===== src/logic/bfc_map.vh =====
// Register map, field positions and reset values of the bulky path controller.
// Assumes byte addresses on a 9-bit register port with 32-bit data.
`ifndef BFC_MAP_VH
`define BFC_MAP_VH

// Register byte addresses.
`define BFC_ADDR_PATH_CTRL 9'h0E8
`define BFC_ADDR_DV_CTRL 9'h0F0
`define BFC_ADDR_INT_STATUS 9'h0F4
`define BFC_ADDR_INT_MASK 9'h0F8
`define BFC_ADDR_HDR_BASE 9'h100
`define BFC_ADDR_HDR_LAST 9'h10C

// Bulky path control fields.
`define BFC_PC_HDR_STRIP 27
`define BFC_PC_RX_DEST 28
`define BFC_PC_TX_SRC 29
`define BFC_PC_RX_FLUSH 30
`define BFC_PC_TX_FLUSH 31

// DV formatter control fields.
`define BFC_DV_RX_EN 0
`define BFC_DV_TX_EN 1
`define BFC_DV_EMPTY_INS 2
`define BFC_DV_H0_INS 3
`define BFC_DV_THR_LO 8
`define BFC_DV_THR_HI 9
`define BFC_DV_MODE_LO 18
`define BFC_DV_MODE_HI 19
`define BFC_DV_MODE_DV 2'h0

// Interrupt status and mask fields.
`define BFC_INT_DBC_ERR 0
`define BFC_INT_DBC_LIMIT 1
`define BFC_INT_HDR_SAVED 2
`define BFC_INT_WIDTH 3

// Reset values.
`define BFC_RST_PATH_CTRL 32'h0000_0000
`define BFC_RST_EMPTY_INS 1'b1
`define BFC_RST_H0_INS 1'b1
`define BFC_RST_THR 2'h0
`define BFC_RST_MODE 2'h0
`define BFC_RST_INT_MASK 3'h0

`endif


===== src/logic/bfc_ctrl.v =====
// Bulky FIFO path routing, flush control and DV formatter control for a link controller.
// Assumes all inputs come from logic on sys_clk and the FIFOs themselves sit outside.
// Assumes the FIFOs act on the one-cycle flush and pop pulses that the block hands them.
// Operation
// - With header strip on, received async header quadlets go to header registers only.
// - With receive destination 0, host reads pop the async receive FIFO and nothing goes out on bulky.
// - With receive destination 1, packets go to the bulky interface and host reads are ignored.
// - With transmit source 0, only host writes fill the async transmit FIFO.
// - With transmit source 1, only bulky interface writes fill the async transmit FIFO.
// - Writing one to the receive flush bit empties the async receive FIFO and the bit self clears.
// - Writing one to the transmit flush bit empties the async transmit FIFO and the bit self clears.
// - The DV formatter control register sits at 0F0h and clears on reset except where noted.
// - The bulky receive FIFO takes packets only while receive enable is set.
// - The bulky transmit FIFO sends packets only while transmit enable is set.
// - In DV mode with empty insert set, empty packets spread evenly over a frame, reset value one.
// - In DV mode with H0 insert set, hardware inserts the H0 block, reset value one.
// - With threshold zero a block count mismatch raises an interrupt and reception goes on.
// - With a nonzero threshold each mismatch interrupts and reaching it flushes and rejects.
// - After rejecting, reception resumes only at the next time-stamped packet or on leaving DV mode.
// - DV mode is selected by the two mode bits holding zero.
//
// Added by the designer: the plain strobed port.
`timescale 1ns/10ps
`default_nettype none
`include "bfc_map.vh"

module bfc_ctrl #(
  parameter PKTS_PER_FRAME = 300,
  parameter EMPTY_PER_FRAME = 50,
  parameter ACC_W = 10
) (
  // Clock and reset.
  input wire sys_clk,
  input wire rst_n,
  // Register port.
  input wire [8:0] reg_addr,
  input wire [31:0] reg_wdata,
  input wire reg_wr,
  input wire reg_rd,
  output reg [31:0] reg_rdata_q,
  output reg irq_q,
  // Async receive stream from the link.
  input wire arx_in_valid,
  input wire arx_in_sop,
  input wire arx_in_hdr,
  input wire [31:0] arx_in_data,
  output reg arx_fifo_wr_q,
  output reg [31:0] arx_fifo_wdata_q,
  // Async receive FIFO drain.
  input wire host_arx_rd,
  input wire bulky_data_interface_arx_rd,
  output reg arx_fifo_pop_q,
  output reg arx_to_bulky_data_interface_q,
  output reg arx_flush_q,
  // Async transmit FIFO fill.
  input wire host_atx_wr,
  input wire [31:0] host_atx_data,
  input wire bulky_data_interface_atx_wr,
  input wire [31:0] bulky_data_interface_atx_data,
  output reg atx_fifo_wr_q,
  output reg [31:0] atx_fifo_wdata_q,
  output reg atx_flush_q,
  // DV receive packet events.
  input wire dv_rx_pkt,
  input wire dv_rx_ts,
  input wire [7:0] dv_rx_dbc,
  input wire [7:0] dv_rx_nblk,
  output reg dv_rx_accept_q,
  output reg dv_rx_flush_q,
  // DV transmit timing.
  input wire cycle_tick,
  input wire frame_start,
  output reg dv_tx_send_en_q,
  output reg dv_tx_empty_q,
  output reg dv_h0_ins_q
);

  reg [31:0] path_ctrl_q;
  reg rx_en_q;
  reg tx_en_q;
  reg empty_ins_q;
  reg h0_ins_q;
  reg [1:0] thr_q;
  reg [1:0] mode_q;
  reg [`BFC_INT_WIDTH-1:0] int_stat_q;
  reg [`BFC_INT_WIDTH-1:0] int_mask_q;
  reg [31:0] hdr_mem [0:3];
  reg [1:0] hdr_idx_q;
  reg [1:0] err_cnt_q;
  reg rejecting_q;
  reg [7:0] exp_dbc_q;
  reg exp_valid_q;
  reg [ACC_W-1:0] acc_q;
  reg [31:0] rdata_d;
  reg [`BFC_INT_WIDTH-1:0] int_set;
  reg dbc_flush;
  reg [ACC_W:0] acc_sum;

  // Only the DV code enables block counting, empty slots and H0 insertion.
  wire dv_mode = (mode_q == `BFC_DV_MODE_DV);
  wire hdr_strip = path_ctrl_q[`BFC_PC_HDR_STRIP];
  wire rx_dest = path_ctrl_q[`BFC_PC_RX_DEST];
  wire tx_src = path_ctrl_q[`BFC_PC_TX_SRC];
  wire wr_path = reg_wr && (reg_addr == `BFC_ADDR_PATH_CTRL);
  wire wr_dv = reg_wr && (reg_addr == `BFC_ADDR_DV_CTRL);
  wire wr_stat = reg_wr && (reg_addr == `BFC_ADDR_INT_STATUS);
  wire wr_mask = reg_wr && (reg_addr == `BFC_ADDR_INT_MASK);
  wire hdr_take = arx_in_valid && arx_in_hdr && hdr_strip;
  wire pkt_seen = dv_rx_pkt && dv_mode && rx_en_q;
  wire mismatch = pkt_seen && !rejecting_q && exp_valid_q && (dv_rx_dbc != exp_dbc_q);
  wire [1:0] err_next = err_cnt_q + 2'h1;
  // The parameters are cut to ACC_W+1 bits, one above the accumulator width, on purpose; the defaults fit.
  wire [ACC_W:0] empty_w = EMPTY_PER_FRAME[ACC_W:0];
  wire [ACC_W:0] pkts_w = PKTS_PER_FRAME[ACC_W:0];
  // Outside DV mode there is no block count, so nothing is ever turned away.
  wire rx_block = dv_mode && ((rejecting_q && !dv_rx_ts) || dbc_flush);

  // Path and formatter control registers.
  always @(posedge sys_clk or negedge rst_n) begin
    if (!rst_n) begin
      path_ctrl_q <= `BFC_RST_PATH_CTRL;
      rx_en_q <= 1'b0;
      tx_en_q <= 1'b0;
      empty_ins_q <= `BFC_RST_EMPTY_INS;
      h0_ins_q <= `BFC_RST_H0_INS;
      thr_q <= `BFC_RST_THR;
      mode_q <= `BFC_RST_MODE;
      int_mask_q <= `BFC_RST_INT_MASK;
    end else begin
      // Bits below the header strip field are stored but read back as zero.
      if (wr_path) begin
        path_ctrl_q <= reg_wdata;
      end else begin
        // Flush bits live only for the cycle after the write.
        path_ctrl_q[`BFC_PC_RX_FLUSH] <= 1'b0;
        path_ctrl_q[`BFC_PC_TX_FLUSH] <= 1'b0;
      end
      // Reserved bits of the DV formatter register read zero and ignore writes.
      if (wr_dv) begin
        rx_en_q <= reg_wdata[`BFC_DV_RX_EN];
        tx_en_q <= reg_wdata[`BFC_DV_TX_EN];
        empty_ins_q <= reg_wdata[`BFC_DV_EMPTY_INS];
        h0_ins_q <= reg_wdata[`BFC_DV_H0_INS];
        thr_q <= reg_wdata[`BFC_DV_THR_HI:`BFC_DV_THR_LO];
        mode_q <= reg_wdata[`BFC_DV_MODE_HI:`BFC_DV_MODE_LO];
      end
      if (wr_mask) begin
        int_mask_q <= reg_wdata[`BFC_INT_WIDTH-1:0];
      end
    end
  end

  // Read data, one cycle after the strobe; unmapped addresses read zero.
  // The read port never stalls the master, and the data stand for one cycle only.
  always @* begin
    rdata_d = 32'h0000_0000;
    case (reg_addr)
      `BFC_ADDR_PATH_CTRL: begin
        rdata_d = path_ctrl_q;
        rdata_d[`BFC_PC_RX_FLUSH] = 1'b0;
        rdata_d[`BFC_PC_TX_FLUSH] = 1'b0;
        rdata_d[26:0] = 27'h0;
      end
      `BFC_ADDR_DV_CTRL: begin
        rdata_d[`BFC_DV_RX_EN] = rx_en_q;
        rdata_d[`BFC_DV_TX_EN] = tx_en_q;
        rdata_d[`BFC_DV_EMPTY_INS] = empty_ins_q;
        rdata_d[`BFC_DV_H0_INS] = h0_ins_q;
        rdata_d[`BFC_DV_THR_HI:`BFC_DV_THR_LO] = thr_q;
        rdata_d[`BFC_DV_MODE_HI:`BFC_DV_MODE_LO] = mode_q;
      end
      `BFC_ADDR_INT_STATUS: begin
        rdata_d[`BFC_INT_WIDTH-1:0] = int_stat_q;
      end
      `BFC_ADDR_INT_MASK: begin
        rdata_d[`BFC_INT_WIDTH-1:0] = int_mask_q;
      end
      // Header registers are read only; writes to them match no register.
      default: begin
        if (reg_addr >= `BFC_ADDR_HDR_BASE && reg_addr <= `BFC_ADDR_HDR_LAST) begin
          rdata_d = hdr_mem[reg_addr[3:2]];
        end
      end
    endcase
  end

  always @(posedge sys_clk or negedge rst_n) begin
    if (!rst_n) begin
      reg_rdata_q <= 32'h0000_0000;
    end else if (reg_rd) begin
      reg_rdata_q <= rdata_d;
    end else begin
      reg_rdata_q <= 32'h0000_0000;
    end
  end

  // Header capture; the array has no reset, software reads it only after a capture.
  always @(posedge sys_clk) begin
    if (hdr_take) begin
      hdr_mem[arx_in_sop ? 2'h0 : hdr_idx_q] <= arx_in_data;
    end
  end

  always @(posedge sys_clk or negedge rst_n) begin
    if (!rst_n) begin
      hdr_idx_q <= 2'h0;
    end else if (hdr_take) begin
      // A fifth header quadlet wraps onto the first register.
      hdr_idx_q <= (arx_in_sop ? 2'h0 : hdr_idx_q) + 2'h1;
    end else if (arx_in_valid) begin
      hdr_idx_q <= 2'h0;
    end
  end

  // Async receive and transmit routing.
  always @(posedge sys_clk or negedge rst_n) begin
    if (!rst_n) begin
      arx_fifo_wr_q <= 1'b0;
      arx_fifo_wdata_q <= 32'h0000_0000;
      arx_fifo_pop_q <= 1'b0;
      arx_to_bulky_data_interface_q <= 1'b0;
      arx_flush_q <= 1'b0;
      atx_fifo_wr_q <= 1'b0;
      atx_fifo_wdata_q <= 32'h0000_0000;
      atx_flush_q <= 1'b0;
    end else begin
      // Stripped header quadlets never reach the FIFO.
      arx_fifo_wr_q <= arx_in_valid && !hdr_take;
      arx_fifo_wdata_q <= arx_in_data;
      arx_to_bulky_data_interface_q <= rx_dest;
      // Only the owner selected by the destination bit may pop.
      if (rx_dest) begin
        arx_fifo_pop_q <= bulky_data_interface_arx_rd;
      end else begin
        arx_fifo_pop_q <= host_arx_rd;
      end
      // A flush reaches the FIFO as a one-cycle pulse, never as a level.
      arx_flush_q <= wr_path && reg_wdata[`BFC_PC_RX_FLUSH];
      atx_flush_q <= wr_path && reg_wdata[`BFC_PC_TX_FLUSH];
      // Writes from the source that does not own the FIFO are dropped without notice.
      if (tx_src) begin
        atx_fifo_wr_q <= bulky_data_interface_atx_wr;
        atx_fifo_wdata_q <= bulky_data_interface_atx_data;
      end else begin
        atx_fifo_wr_q <= host_atx_wr;
        atx_fifo_wdata_q <= host_atx_data;
      end
    end
  end

  // Block count checking on DV receive packets.
  always @* begin
    dbc_flush = mismatch && (thr_q != 2'h0) && (err_next == thr_q);
    int_set = {`BFC_INT_WIDTH{1'b0}};
    int_set[`BFC_INT_DBC_ERR] = mismatch;
    int_set[`BFC_INT_DBC_LIMIT] = dbc_flush;
    int_set[`BFC_INT_HDR_SAVED] = hdr_take;
  end

  always @(posedge sys_clk or negedge rst_n) begin
    if (!rst_n) begin
      err_cnt_q <= 2'h0;
      rejecting_q <= 1'b0;
      exp_dbc_q <= 8'h00;
      exp_valid_q <= 1'b0;
      dv_rx_accept_q <= 1'b0;
      dv_rx_flush_q <= 1'b0;
    end else begin
      dv_rx_flush_q <= dbc_flush;
      // Packets count only while receive is enabled.
      dv_rx_accept_q <= dv_rx_pkt && rx_en_q && !rx_block;
      if (pkt_seen) begin
        exp_dbc_q <= dv_rx_dbc + dv_rx_nblk;
        exp_valid_q <= 1'b1;
      end
      if (wr_dv) begin
        err_cnt_q <= 2'h0;
      end else if (pkt_seen && rejecting_q && dv_rx_ts) begin
        err_cnt_q <= 2'h0;
      end else if (mismatch && thr_q != 2'h0) begin
        // The count restarts at the limit too, so a later run of errors trips it afresh.
        err_cnt_q <= dbc_flush ? 2'h0 : err_next;
      end
      if (dbc_flush) begin
        rejecting_q <= 1'b1;
      end else if (pkt_seen && dv_rx_ts) begin
        rejecting_q <= 1'b0;
      end else if (!dv_mode) begin
        rejecting_q <= 1'b0;
      end
    end
  end

  // Interrupt status: a hardware set wins over a write-one clear in the same cycle.
  // Bits written as zero are left untouched by a status write.
  // The pin lags the status by one cycle so that it comes straight off a flop.
  always @(posedge sys_clk or negedge rst_n) begin
    if (!rst_n) begin
      int_stat_q <= {`BFC_INT_WIDTH{1'b0}};
      irq_q <= 1'b0;
    end else begin
      int_stat_q <= (int_stat_q & ~(wr_stat ? reg_wdata[`BFC_INT_WIDTH-1:0] :
        {`BFC_INT_WIDTH{1'b0}})) | int_set;
      irq_q <= |(int_stat_q & int_mask_q);
    end
  end

  // Transmit controls and empty packet spreading.
  // The remainder stays below PKTS_PER_FRAME, which must therefore fit in ACC_W bits.
  always @* begin
    acc_sum = {1'b0, acc_q} + empty_w;
  end

  always @(posedge sys_clk or negedge rst_n) begin
    if (!rst_n) begin
      acc_q <= {ACC_W{1'b0}};
      dv_tx_empty_q <= 1'b0;
      dv_tx_send_en_q <= 1'b0;
      dv_h0_ins_q <= 1'b0;
    end else begin
      dv_tx_send_en_q <= tx_en_q;
      dv_h0_ins_q <= dv_mode && h0_ins_q;
      dv_tx_empty_q <= 1'b0;
      // A running remainder spaces the empty slots evenly; frame start realigns it.
      // Slots pass uncounted while transmit is off, so a paused stream keeps its phase.
      if (frame_start) begin
        acc_q <= {ACC_W{1'b0}};
      end else if (cycle_tick && dv_mode && empty_ins_q && tx_en_q) begin
        if (acc_sum >= pkts_w) begin
          acc_q <= acc_sum[ACC_W-1:0] - pkts_w[ACC_W-1:0];
          dv_tx_empty_q <= 1'b1;
        end else begin
          acc_q <= acc_sum[ACC_W-1:0];
        end
      end
    end
  end

endmodule

`default_nettype wire


===== config.mk =====
export PLATFORM = sky130hd
export DESIGN_NAME = bfc_ctrl
export DESIGN_NICKNAME = d
export VERILOG_FILES = /design/src/logic/bfc_ctrl.v
export VERILOG_INCLUDE_DIRS = /design/src /design/src/logic
export SDC_FILE = /design/constraint.sdc
export NUM_CORES = 1
export LEC_CHECK = 0
export ABC_AREA = 1
export BUFFER_PORTS_ARGS = -buffer_cell sky130_fd_sc_hd__buf_2
export CELL_PAD_IN_SITES_DETAIL_PLACEMENT = 0
export CELL_PAD_IN_SITES_GLOBAL_PLACEMENT = 1
export CORE_MARGIN = 10
export CORE_UTILIZATION = 42
export DETAILED_ROUTE_END_ITERATION = 8
export HOLD_SLACK_MARGIN = 0.03
export PLACE_DENSITY_LB_ADDON = 0.3
export SYNTH_ARGS = -nofsm -noshare
export SYNTH_HDL_FRONTEND = slang
export SYNTH_SLANG_ARGS = --single-unit
export TNS_END_PERCENT = 5

===== constraint.sdc =====
create_clock -name sys_clk -period 3.6 [get_ports sys_clk]
set_clock_uncertainty 0.1 [all_clocks]
set_input_delay 0.18 -clock sys_clk [delete_from_list [all_inputs] [get_ports sys_clk]]
set_output_delay 0.18 -clock sys_clk [all_outputs]
set_load 0.005 [all_outputs]

==> Word-level counts from Yosys, hierarchy flattened <==
Memory sizes are Yosys's and may differ from the RTL's.
Cells that the tools add are included.
{ "word_totals": {"reg_bits": 176, "ram_bits": 128, "input_bits": 168, "out_inout_bits": 108, "mem_count": 1} }
{ "mem_list": {"columns": ["name", "words", "width", "rd", "rd_ports_with_merged_regs", "wr", "line", "text"], "rows": [
  ["hdr_mem", 4, 32, 1, 0, 1, "bfc_ctrl.v:87", "reg [31:0] hdr_mem [0:3];"]
]} }
{ "op_classes": {"n_addsub": 5, "order_cmp": 3, "eq_ne": 7, "n_mux": 31, "bitwise": 4, "n_reduce_logical": 42} }
{ "op_table": {"columns": ["op", "n"], "rows": [
  ["$mux 32", 3],
  ["$eq 9x8->1 const B", 4],
  ["$mux 10", 3],
  ["$logic_and 1x1->1", 28],
  ["$pmux 12 s2", 1],
  ["$mux 2", 7],
  ["$pmux 3 s4", 1],
  ["$add 10x6->11 const B", 1],
  ["$ge 11x9->1 const B", 1],
  ["$mux 1", 10],
  ["$sub 10x9->10 const B", 1],
  ["$ge 9x9->1 const B", 1],
  ["$le 9x9->1 const B", 1],
  ["$reduce_or 3->1", 3],
  ["$add 8x8->8", 1],
  ["$mux 8", 1],
  ["$ne 8x8->1", 1],
  ["$pmux 2 s2", 2],
  ["$and 3x3->3", 2],
  ["$reduce_bool 2->1", 3],
  ["$add 2x1->2 const B", 2],
  ["$logic_not 1->1", 4],
  ["$mux 4", 1],
  ["$reduce_or 4->1", 1],
  ["9 further kinds", 9]
]} }

==> Depth between registers and ports, before layout <==
Gate-level depths: netlist (run 1).
{ "depth": {"word_depth": 12, "depth_mapped": 14, "ltp_nobuf": 14} }

==> Worst setup path after synthesis (run 1) <==
OpenSTA, ideal clock, no wires.
{ "synth_timing": {"path_kind": "register to register", "start": "reg hdr_idx_q[0]", "end": "mem hdr_mem[1][0], enable pin", "t_arrival_ns": 2.094, "required_ns": 3.079, "slack_ns": 0.985, "stages_incl_launch_ff": 6, "n_path_buf": 0, "period_less_slack_ns": 2.615, "cell_sequence": "dfrtp_1 inv_1 nor2_1 ha_1 inv_1 nor2_1"} }
{ "synth_between": {"elab_chain_len": 1} }
{ "synth_rtl": {"columns": ["item", "line", "text"], "rows": [
  ["from (decl)", "bfc_ctrl.v:88", "reg [1:0] hdr_idx_q;"],
  ["from (signal assigned)", "bfc_ctrl.v:209", "hdr_idx_q <= (arx_in_sop ? 2'h0 : hdr_idx_q) + 2'h1;"],
  ["$mux 2", "bfc_ctrl.v:200", "hdr_mem[arx_in_sop ? 2'h0 : hdr_idx_q] <= arx_in_data;"],
  ["to (decl)", "bfc_ctrl.v:87", null]
]} }
Every way passes these cells.

==> Worst setup path after layout (run 1) <==
{ "layout_timing": {"start": "reg mode_q[1]", "end": "reg dv_rx_accept_q"} }
{ "layout_between": {"elab_chain_len": 12} }
{ "layout_rtl": {"columns": ["item", "line", "text"], "rows": [
  ["from (decl)", "bfc_ctrl.v:84", "reg [1:0] mode_q;"],
  ["from (signal assigned)", "bfc_ctrl.v:127", "mode_q <= `BFC_RST_MODE;"],
  ["from (signal assigned)", "bfc_ctrl.v:145", "mode_q <= reg_wdata[`BFC_DV_MODE_HI:`BFC_DV_MODE_LO];"],
  ["$logic_not 2->1 (no source line) *", null, null],
  ["$logic_and 1x1->1 (2 in a row)", "bfc_ctrl.v:109", "wire pkt_seen = dv_rx_pkt && dv_mode && rx_en_q;"],
  ["$logic_and 1x1->1 (3 in a row)", "bfc_ctrl.v:110", "wire mismatch = pkt_seen && !rejecting_q && exp_valid_q && (dv_rx_dbc != exp_dbc_q);"],
  ["$logic_and 1x1->1 (2 in a row)", "bfc_ctrl.v:253", "dbc_flush = mismatch && (thr_q != 2'h0) && (err_next == thr_q);"],
  ["$logic_or 1x1->1", "bfc_ctrl.v:116", "wire rx_block = dv_mode && ((rejecting_q && !dv_rx_ts) || dbc_flush);"],
  ["$logic_and 1x1->1 *", "bfc_ctrl.v:116", null],
  ["$logic_not 1->1 *", "bfc_ctrl.v:271", "dv_rx_accept_q <= dv_rx_pkt && rx_en_q && !rx_block;"],
  ["$logic_and 1x1->1 *", "bfc_ctrl.v:271", null],
  ["to (signal assigned)", "bfc_ctrl.v:271", null],
  ["to (decl)", "bfc_ctrl.v:68", "output reg dv_rx_accept_q,"]
]} }
Mark *: on every way between the ends. The rest lies on a longest branch, timed or not.
A chain may end at the register's enable or synchronous reset.

==> impl_results.md, run 1 <==
* Outcome: complete, no violations
* Slew HR at a little over two fifths
* FFs w/ async S/R, synth at between 50% and 60%
* Top_reg_cell synth: dfrtp_1
* Register-to-Register Path Depth at 9
* Xor-xnor portion of the synthesized cell area at 1.21%
* DR pass1 iterations at 5
* Final Max Tran Viols at 0
* WS Path Type: reg2reg
* Sw frac at a little under a quarter
* Hold Path Class: in2reg
* Average size of a mapped cell at roughly 13 µm²
* Cells after synthesis at 860
* Cells after DPL at between 1k and 1.5k
* Setup TNS at 0 ns
* Post-route cell area at approximately 15000 µm²
* Die ar. at 32600 µm²
* CP Cell Sequence: nor2_2, nand2_1, inv_2, nand2_1, a21oi_2, nand4_1, o211ai_1, dlygate4sd3_1, inv_1
* Initial antenna violation count at 3
* Clock share of power at 40.9%
* Final cell count without fillers at ~1.6k
* Post-DRT Antenna Nets at 0
* Via/cell ratio at between 4 and 5
* Hpwl dp at 18.2 mm
* All-Layer GR Usage at roughly 17%
* Row Count at 58
* Share of the synthesized area in the top cell type at around 36%
* DRT iter0 DRCs at ~370
* Tmin final at roughly 2.7 ns
* Crit. End Element: flop
* DIE HEIGHT at between 150 and 200 µm
* Most common cell after layout, fill and taps aside: buf_2
* Critical Path AT at around 3.0 ns
* # clock sinks at 276
* I/O pins at roughly 280
* TritonCTS clock tree: done
* Mapped Nets at roughly 1.0k
* Drt wl/cell at roughly 17 µm
* Area leader, netlist: edfxtp_1
* Die width at 180 µm
* CTS buffer count at 29
* Finished Core Util at roughly 59%
* Number of global-route vias before repair at a little over 8k
* CP Max Fanout at 14
* Routed wire length at between 20 and 30 mm
* CP Launch Type: flop
* Internal at between 5 and 6 mW
* CP dominant cell by count: nand2_1
* Tot Pwr at between 7 and 8 mW
* Setup bufs post-CTS at 0
* Synth area leaders: edfxtp_1, dfrtp_1, nand2_1, mux2_2, inv_1
* H-tree levels at 1
* Commonest non-fill, non-tap cells in the layout: buf_2, nand2_1, dfrtp_1
* Worst-Margin Slew at between 0.8 and 0.9 ns
* Placement Cell Area at between 10000 and 15000 µm²
* CTS root buffer: clkbuf_16
* Seq/Total Area, Yosys at between 60% and 70%
* Synth Area in Compound Gates at ~6.5%
* Fin Hold WS at 0.0514 ns
* Post-synth EDFFs at 128
* Maximum clock rate at 373 MHz
* Residual DRC count at 0
* Adder-Cell Fraction of Synth Area at approximately 1.7%
* Clk slew on worst S/H paths at roughly 0.06 ns
* Overflow after GRT at 0
* Routability congestion estimate at 0.797
* Final hold vios at 0
* Skew-Pair Late Insertion Delay at between 0.5 and 0.6 ns
* Largest family of logic cells by synthesized area: simple AND/OR/NAND/NOR gates
* Post-Place Setup Slack at 1.44 ns
* First-pass GRT wire length at ~44 mm
* Final worst slack at 0.921 ns
* Final setup vio count at 0
* Pleak at 6.71 nW
* Fraction of layout cells with a size suffix above 1 at 30.4%
* Layout area overhead at 38.2%
* RSZ-0062 raised after global routing: no
* Core Area at 25300 µm²
* Yosys reg bits at 276
* Final Cycle Share at 74.4%
* Synth Area in Simple Gates at between 10% and 20%
* Crit-path slowest cell: dlygate4sd3_1
* Sequential share of power at a little under half
* Post-CTS sizing at 0
* Crit-path max cell delay at between 0.5 and 0.6 ns
* Clk buf depth at 3
* Synth cell types at 44
* Power density cells at about 510 nW/µm²
* Starting Density at 42.8%
* Port Buffers at approximately 260
* Via count of the routed design at between 7k and 8k
* Sw power at about 1.8 mW
* Total Nets Final at between 1k and 1.5k
* Combinational group share of total power at 12.9%
* Max cap viols at 0
* Largest net degree at the start of global routing at between 80 and 90
* Ys Warns at 0
* WP data required at around 3.9 ns
* Hold buffer count at cts at around 140
* Netlist Area Pre-Place at around 11000 µm²
* Worst vdd ir at between 0.4 and 0.5 mV
* Mux cell area share after synthesis at under 10%
* Hold Path Depth at 4
-- Yosys cell counts (2+ instances only) --
cell type / count
a221oi_1: 17
buf_2: 7
dfrtp_1: 146
clkbuf_1: 13
mux2_2: 39
nand3_2: 5
nand3_1: 23
o22ai_1: 3
xnor2_1: 9
a41oi_1: 7
nand2_1: 190
and3_1: 2
inv_2: 5
nand3_4: 2
nand2_2: 9
a22o_1: 14
o21ai_0: 18
o211ai_1: 3
xor2_1: 6
nor2_4: 2
edfxtp_1: 128
nor3_1: 4
dfstp_2: 2
nor2_1: 46
nand2_4: 4
inv_1: 65
nand4_1: 22
a21oi_1: 30
ha_1: 13
o21ai_1: 7
nor2_2: 6
-- power groups by stage --
| stage | clock network, mW | registers, mW | logic [mW] |
|---|---|---|---|
| final | 3.09 | 3.50 | 0.975 |
| after global placement | 0 | 3.56 | 0.855 |
| after detailed placement | 0 | 3.56 | 0.868 |
| after global routing | 3.32 | 3.52 | 1.11 |
| after floorplan | 0 | 3.55 | 0.553 |
| after CTS | 3.16 | 3.50 | 0.984 |
-- path summary, 6_finish.rpt --
kind,from,to,slack (ns)
max in group asynchronous,rst_n,h0_ins_q,2.39
max reg2reg,mode_q[1],dv_rx_accept_q,0.92
min,dv_rx_nblk[5],exp_dbc_q[5],0.05
min reg2reg,tx_en_q,dv_tx_send_en_q,0.32
min in group asynchronous,rst_n,exp_dbc_q[2],0.14
max,mode_q[1],dv_rx_accept_q,0.92
-- state kept, by name, indices dropped and copies added (netlist names), 2 cells and up --
register	count
err_cnt_q	2
mode_q	2
arx_fifo_wdata_q	32
hdr_mem	128
hdr_idx_q	2
int_stat_q	3
exp_dbc_q	8
acc_q	9
path_ctrl_q	3
int_mask_q	3
atx_fifo_wdata_q	32
reg_rdata_q	32
thr_q	2
-- worst max-delay path, delay by kind of cell (launching register included) --
kind	cells	cell delay [ns]
flip-flops	1	0.42
AND/OR/NAND/NOR	4	0.88
AO/OA/AOI/OAI	2	0.33
buffers and inverters	3	0.85
-- logic make-up (layout without fill, tap and decap cells) --
kind of cell	Yosys count	count (layout)
muxes	39	39
AOI/OAI and AO/OA	106	106
adders and majority gates	14	14
DFF	276	276
xor gates and xnor gates	15	15
buffers and inverters	92	529
and+or+nand+nor	318	318
other	0	1
-- final cells by class --
type,instances,area [µm²]
clock buffers,41,801
clock inverters,13,203
multi-input cells,492,2950
flip-flops and latches,276,7550
inverters,70,263
repair buffers,405,2760
well taps,330,413
fillers,2087,10300
diodes,1,2.50
-- per-layer routing --
layer  GRT usage, %  part of all wire, %  vias up
met5              0                 0.12        -
met3           4.56                  6.4       49
met4           4.10                  1.9        4
met1           19.1                   40     3796
met2           29.9                   52      187
li1               -                    -     3803
No activity file was read; power rests on OpenSTA's default activity.
==> inputs of run 2 (changes only) <==
Settings changed: CORE_UTILIZATION 42 to 38.
Clock period 3.6 ns to 2.45 ns, I/O delays scaled along.
==> run 2 against run 1 <==
  * Cell count grew 4.3%
  * Hold slack worse by 0.0031 ns
  * Routed wire length grew 3.3%
  * Sequential power up 47%
  * Global-route usage is 0.70 points lower
  * First-iteration DRC count is 8.6% higher
  * Worst setup slack got worse by 0.72 ns
  * Combinational power up 51%
  * Sequential share of layout area is 1.1 points lower
  * Die area grew 9.3%
  * Sequential cell count did not move
  * Highest routed layer is now met4
==> impl_results.md, run 2 (synthesized netlist as in run 1, its figures left out) <==
* Total Nets Final at 1479 (was 1456)
* Register-to-Register Path Depth at 9 (unchanged)
* Crit. End Element: flop (unchanged)
* Post-route cell area at 15300 µm² (was 14900 µm²)
* First-pass GRT wire length at 45.9 mm (was 44.3 mm)
* TritonCTS clock tree: done (unchanged)
* Critical Path AT at 2.58 ns (was 3.00 ns)
* Row Count at 61 (was 58)
* Most flops, register: hdr_mem (unchanged)
* Power density cells at 733 nW/µm² (was 507 nW/µm²)
* Maximum clock rate at 445 MHz (was 373 MHz)
* DR pass1 iterations at 5 (unchanged)
* Antenna Cells at 0 (was 1)
* CP Cell Sequence: nor2_4, nand2_1, inv_2, nand2_1, a21oi_2, nand4_1, o211ai_1, dlygate4sd3_1, inv_1 (was nor2_2, nand2_1, inv_2, nand2_1, a21oi_2, nand4_1, o211ai_1, dlygate4sd3_1, inv_1)
* CP Max Fanout at 7 (was 14)
* Initial antenna violation count at 0 (was 3)
* Sw power at 2.75 mW (was 1.81 mW)
* Fraction of layout cells with a size suffix above 1 at 30.5% (was 30.4%)
* Via count of the routed design at 7920 (was 7839)
* Crit-path slowest cell: dlygate4sd3_1 (unchanged)
* Residual DRC count at 0 (unchanged)
* Outcome: complete, no violations (unchanged)
* WP data required at 2.78 ns (was 3.92 ns)
* WS Path Type: reg2reg (unchanged)
* Final Cycle Share at 91.7% (was 74.4%)
* Final setup vio count at 0 (unchanged)
* Worst path bufs/invs at 3 (unchanged)
* Commonest non-fill, non-tap cells in the layout: buf_2, nand2_1, dlygate4sd3_1 (was buf_2, nand2_1, dfrtp_1)
* Setup TNS at 0 ns (unchanged)
* Most common cell after layout, fill and taps aside: buf_2 (unchanged)
* Largest net degree at the start of global routing at 64 (was 87)
* I/O pins at 276 (unchanged)
* All-Layer GR Usage at 15.9% (was 16.6%)
* Sw frac at 24.5% (was 23.9%)
* Port Buffers at 256 (unchanged)
* CP Launch Type: flop (unchanged)
* Combinational group share of total power at 13.1% (was 12.9%)
* CTS buffer count at 29 (unchanged)
* Crit-path max cell delay at 0.56 ns (was 0.58 ns)
* Post-Place Setup Slack at 0.315 ns (was 1.44 ns)
* WP depth at 9 (unchanged)
* GR Util met2 at 28.2% (was 29.9%)
* Placement Cell Area at 12700 µm² (was 12600 µm²)
* Post-DRT Antenna Nets at 0 (unchanged)
* Max FFs per register at 128 (unchanged)
* Layout area overhead at 41.4% (was 38.2%)
* Clk buf depth at 3 (unchanged)
* RSZ-0062 raised after global routing: no (unchanged)
* Busiest grt layer: met2 (unchanged)
* Hold Path Class: in2reg (unchanged)
* DRT iter0 DRCs at 404 (was 372)
* Clock share of power at 41.0% (was 40.9%)
* Clk slew on worst S/H paths at 0.06 ns (about the same)
* H-tree levels at 1 (unchanged)
* Starting Density at 38.7% (was 42.8%)
* Slew HR at 55.5% (was 43.9%)
* Final worst slack at 0.203 ns (was 0.921 ns)
* # clock sinks at 276 (unchanged)
* GR Layer Usage met3 at 3.56% (was 4.56%)
* Met1 Usage GRT at 19.1% (about the same)
* DIE HEIGHT at 189 µm (was 180 µm)
* Max cap viols at 0 (unchanged)
* Number of global-route vias before repair at 8391 (was 8188)
* Die width at 189 µm (was 180 µm)
* Hold Path Depth at 4 (unchanged)
* Drt wl/cell at 17.0 µm (was 17.1 µm)
* Cell family with most CP delay: buffers and inverters (was simple AND/OR/NAND/NOR gates)
* Fin Hold WS at 0.0484 ns (was 0.0514 ns)
* Hpwl dp at 19.2 mm (was 18.2 mm)
* Sequential share of power at 45.9% (was 46.3%)
* Pleak at 6.82 nW (was 6.71 nW)
* Final Max Tran Viols at 0 (unchanged)
* Cells after DPL at 1489 (was 1436)
* Tmin final at 2.25 ns (was 2.68 ns)
* Internal at 8.46 mW (was 5.76 mW)
* Final hold vios at 0 (unchanged)
* Routed wire length at 28.8 mm (was 27.9 mm)
* Die ar. at 35600 µm² (was 32600 µm²)
* Via/cell ratio at 4.66 (was 4.82)
* Core Area at 27900 µm² (was 25300 µm²)
* Overflow after GRT at 0 (unchanged)
* Skew-Pair Late Insertion Delay at 0.56 ns (was 0.54 ns)
* CTS root buffer: clkbuf_16 (unchanged)
* Final cell count without fillers at 1698 (was 1628)
* Worst vdd ir at 0.503 mV (was 0.475 mV)
* CP dominant cell by count: nand2_1 (unchanged)
* Worst-Margin Slew at 0.666 ns (was 0.841 ns)
* Routability congestion estimate at 0.796 (was 0.797)
* Tot Pwr at 11.2 mW (was 7.57 mW)
* Finished Core Util at 54.7% (was 59.2%)
[run 2: cell types whose count changed in the layout (fill, tap and decap cells not counted), moves of 2 or more]
cell,delta
buf_12,+5
dlygate4sd3_1,+17
clkinv_1,+2
clkbuf_1,-3
[run 2: metal layers]
| layer | wire length, µm | up-vias |
|---|---|---|
| met1 | 12000 | 3810 |
| met4 | 800 | 0 |
| li1 | - | 3858 |
| met5 | 0 | - |
| met3 | 1560 | 51 |
| met2 | 14500 | 201 |
[run 2: power groups by stage]
stage                     clock (mW)  combinational [mW]  sequential, mW
after floorplan                    0               0.813            5.22
after global placement             0                1.28            5.23
after detailed placement           0                1.30            5.23
after CTS                       4.72                1.49            5.14
after global routing            4.90                1.67            5.17
final                           4.60                1.47            5.14
[run 2: layout make-up]
cell class / count / area, µm²
clock buffers: 37 / 776
inverters: 70 / 263
multi-input cells: 492 / 2950
flip-flops and latches: 276 / 7550
well taps: 378 / 473
repair buffers: 428 / 3040
fillers: 2414 / 12600
clock inverters: 17 / 235
[run 2: final timing paths]
path | start | endpoint | slack (ns)
max | mode_q[1] | dv_rx_accept_q | 0.20
min | dv_rx_dbc[2] | exp_dbc_q[2] | 0.05
max reg2reg | mode_q[1] | dv_rx_accept_q | 0.20
min reg2reg | tx_en_q | dv_tx_send_en_q | 0.33
max in group asynchronous | rst_n | reg_rdata_q[23] | 1.51
min in group asynchronous | rst_n | exp_dbc_q[3] | 0.06
[run 2: timing repair]
action	CTS	global route
hold buffers	154	0
buffers inserted	0	1
hold endpoints to repair	395	0
setup endpoints to repair	0	1
resized for setup	0	1
[run 2: worst min-delay path, cell delays in order]
cell,delay [ns]
buf_2,0.11
ha_1,0.21
xor2_1,0.08
o21ai_0,0.14
==> inputs of run 3 (changes only) <==
Settings changed: CORE_UTILIZATION 38 to 30.
==> run 3 against run 2 <==
  * Clock power up 1%
  * Non-clock buffer count increased by 6
  * Fmax down 0.44%
==> impl_results.md, run 3 (synthesized netlist as in run 1, its figures left out) <==
* Critical Path AT at 2.59 ns (was 2.58 ns)
* Max cap viols at 0 (unchanged)
* Clock share of power at 41.2% (was 41.0%)
* CTS buffer count at 30 (was 29)
* Routability congestion estimate at 0.754 (was 0.796)
* H-tree levels at 1 (unchanged)
* Placement Cell Area at 12900 µm² (was 12700 µm²)
* Internal at 8.50 mW (was 8.46 mW)
* Via count of the routed design at 7937 (was 7920)
* Row Count at 69 (was 61)
* Crit-path slowest cell: dlygate4sd3_1 (unchanged)
* Slew HR at 65.4% (was 55.5%)
* WP depth at 10 (was 9)
* Final hold vios at 0 (unchanged)
* RSZ-0062 raised after global routing: no (unchanged)
* Sw frac at 24.8% (was 24.5%)
* Starting Density at 30.4% (was 38.7%)
* Number of global-route vias before repair at 8576 (was 8391)
* DIE HEIGHT at 210 µm (was 189 µm)
* Tmin final at 2.26 ns (was 2.25 ns)
* Commonest non-fill, non-tap cells in the layout: buf_2, nand2_1, dlygate4sd3_1 (unchanged)
* Die width at 210 µm (was 189 µm)
* Clk slew on worst S/H paths at 0.06 ns (about the same)
* Overflow after GRT at 0 (unchanged)
* WP data required at 2.78 ns (about the same)
* Core Area at 35600 µm² (was 27900 µm²)
* Outcome: complete, no violations (unchanged)
* I/O pins at 276 (unchanged)
* DRT iter0 DRCs at 420 (was 404)
* Crit. End Element: flop (unchanged)
* Combinational group share of total power at 13.3% (was 13.1%)
* Layout area overhead at 43.0% (was 41.4%)
* Sw power at 2.81 mW (was 2.75 mW)
* Maximum clock rate at 443 MHz (was 445 MHz)
* All-Layer GR Usage at 13.9% (was 15.9%)
* Finished Core Util at 43.5% (was 54.7%)
* Via/cell ratio at 4.43 (was 4.66)
* Routed wire length at 31.1 mm (was 28.8 mm)
* CP dominant cell by count: nand2_1 (unchanged)
* Worst vdd ir at 0.548 mV (was 0.503 mV)
* Drt wl/cell at 17.4 µm (was 17.0 µm)
* Clk buf depth at 3 (unchanged)
* CTS root buffer: clkbuf_16 (unchanged)
* Fraction of layout cells with a size suffix above 1 at 31.1% (was 30.5%)
* Hpwl dp at 20.9 mm (was 19.2 mm)
* Register-to-Register Path Depth at 13 (was 9)
* Cell family with most CP delay: buffers and inverters (unchanged)
* Pleak at 6.86 nW (was 6.82 nW)
* Sequential share of power at 45.5% (was 45.9%)
* DR pass1 iterations at 6 (was 5)
* CP Launch Type: input port (was flop)
* Total Nets Final at 1486 (was 1479)
* Post-DRT Antenna Nets at 0 (unchanged)
* Worst-Margin Slew at 0.519 ns (was 0.666 ns)
* WS Path Type: in2reg (was reg2reg)
* Initial antenna violation count at 2 (was 0)
* Hold Path Depth at 4 (unchanged)
* First-pass GRT wire length at 48.8 mm (was 45.9 mm)
* Max FFs per register at 128 (unchanged)
* TritonCTS clock tree: done (unchanged)
* Power density cells at 731 nW/µm² (was 733 nW/µm²)
* Port Buffers at 256 (unchanged)
* Most flops, register: hdr_mem (unchanged)
* Fin Hold WS at 0.0655 ns (was 0.0484 ns)
* Residual DRC count at 0 (unchanged)
* Hold Path Class: in2reg (unchanged)
* CP Max Fanout at 11 (was 7)
* Final Max Tran Viols at 0 (unchanged)
* Skew-Pair Late Insertion Delay at 0.56 ns (about the same)
* Post-route cell area at 15500 µm² (was 15300 µm²)
* Worst path bufs/invs at 4 (was 3)
* # clock sinks at 276 (unchanged)
* Final setup vio count at 0 (unchanged)
* Largest net degree at the start of global routing at 42 (was 64)
* Die ar. at 44000 µm² (was 35600 µm²)
* Most common cell after layout, fill and taps aside: buf_2 (unchanged)
* Final Cycle Share at 92.1% (was 91.7%)
* Crit-path max cell delay at 0.64 ns (was 0.56 ns)
* CP Cell Sequence: dlygate4sd3_1, buf_2, inv_2, nor2_4, nand2_1, nor3b_4, nand2_1, dlygate4sd3_1, nand2_1, o21ai_0 (was nor2_4, nand2_1, inv_2, nand2_1, a21oi_2, nand4_1, o211ai_1, dlygate4sd3_1, inv_1)
[run 3: worst paths after layout]
check,startpoint,to,slack (ns)
worst min register to register,tx_en_q,dv_tx_send_en_q,0.32
worst min-delay path,dv_rx_dbc[4],exp_dbc_q[4],0.07
worst max register to register,acc_q[1],acc_q[4],0.30
min in group asynchronous,rst_n,arx_fifo_wdata_q[4],0.12
worst max-delay path,reg_addr[3],int_mask_q[0],0.19
max in group asynchronous,rst_n,empty_ins_q,1.83
[run 3: per-stage QoR]
step           power [mW]  instances  setup WS, ns  TNS, ns
2_1_floorplan        6.03        860        -0.165   -19.29
3_3_place_gp         6.55       1580         0.315        0
3_5_place_dp         6.55       1580         0.303        0
4_1_cts              11.5       1789         0.160        0
5_1_grt              11.8       1790        0.0311        0
6_report             11.3       1791         0.193        0
[run 3: timing repair]
item                       CTS  global route
setup endpoints to repair    0             4
hold buffers               153             0
hold endpoints to repair   400             0
resized for setup            0             2
buffers inserted             0             0
[run 3: layout make-up]
class,count,area [µm²]
inverters,70,263
repair buffers,434,3090
well taps,461,577
diodes,2,5.00
clock buffers,40,830
multi-input cells,492,2950
flip-flops and latches,276,7550
clock inverters,16,196
fillers,3337,20100
[run 3: layer usage]
layer | global-route usage (%) | routed length (µm)
met5 | 0 | 0
met4 | 3.27 | 473
met3 | 3.07 | 1600
met2 | 24.6 | 15600
met1 | 16.8 | 13400
[run 3: power groups by stage]
stage                     registers [mW]  clock network, mW  logic, mW
after floorplan                     5.22                  0      0.813
after global placement              5.23                  0       1.32
after detailed placement            5.24                  0       1.32
after CTS                           5.15               4.80       1.53
after global routing                5.17               4.97       1.71
final                               5.14               4.66       1.51
[run 3: worst register-to-register path, stage by stage, from the launching register on]
cell	delay, ns
dfrtp_1	0.43
ha_1	0.24
nand2_2	0.13
and2_2	0.18
ha_1	0.21
inv_1	0.05
nor2_1	0.10
nand2_1	0.07
nor2_2	0.12
nor2_4	0.07
nand2_4	0.13
nand2_1	0.07
nand4_1	0.08
nand2_1	0.05
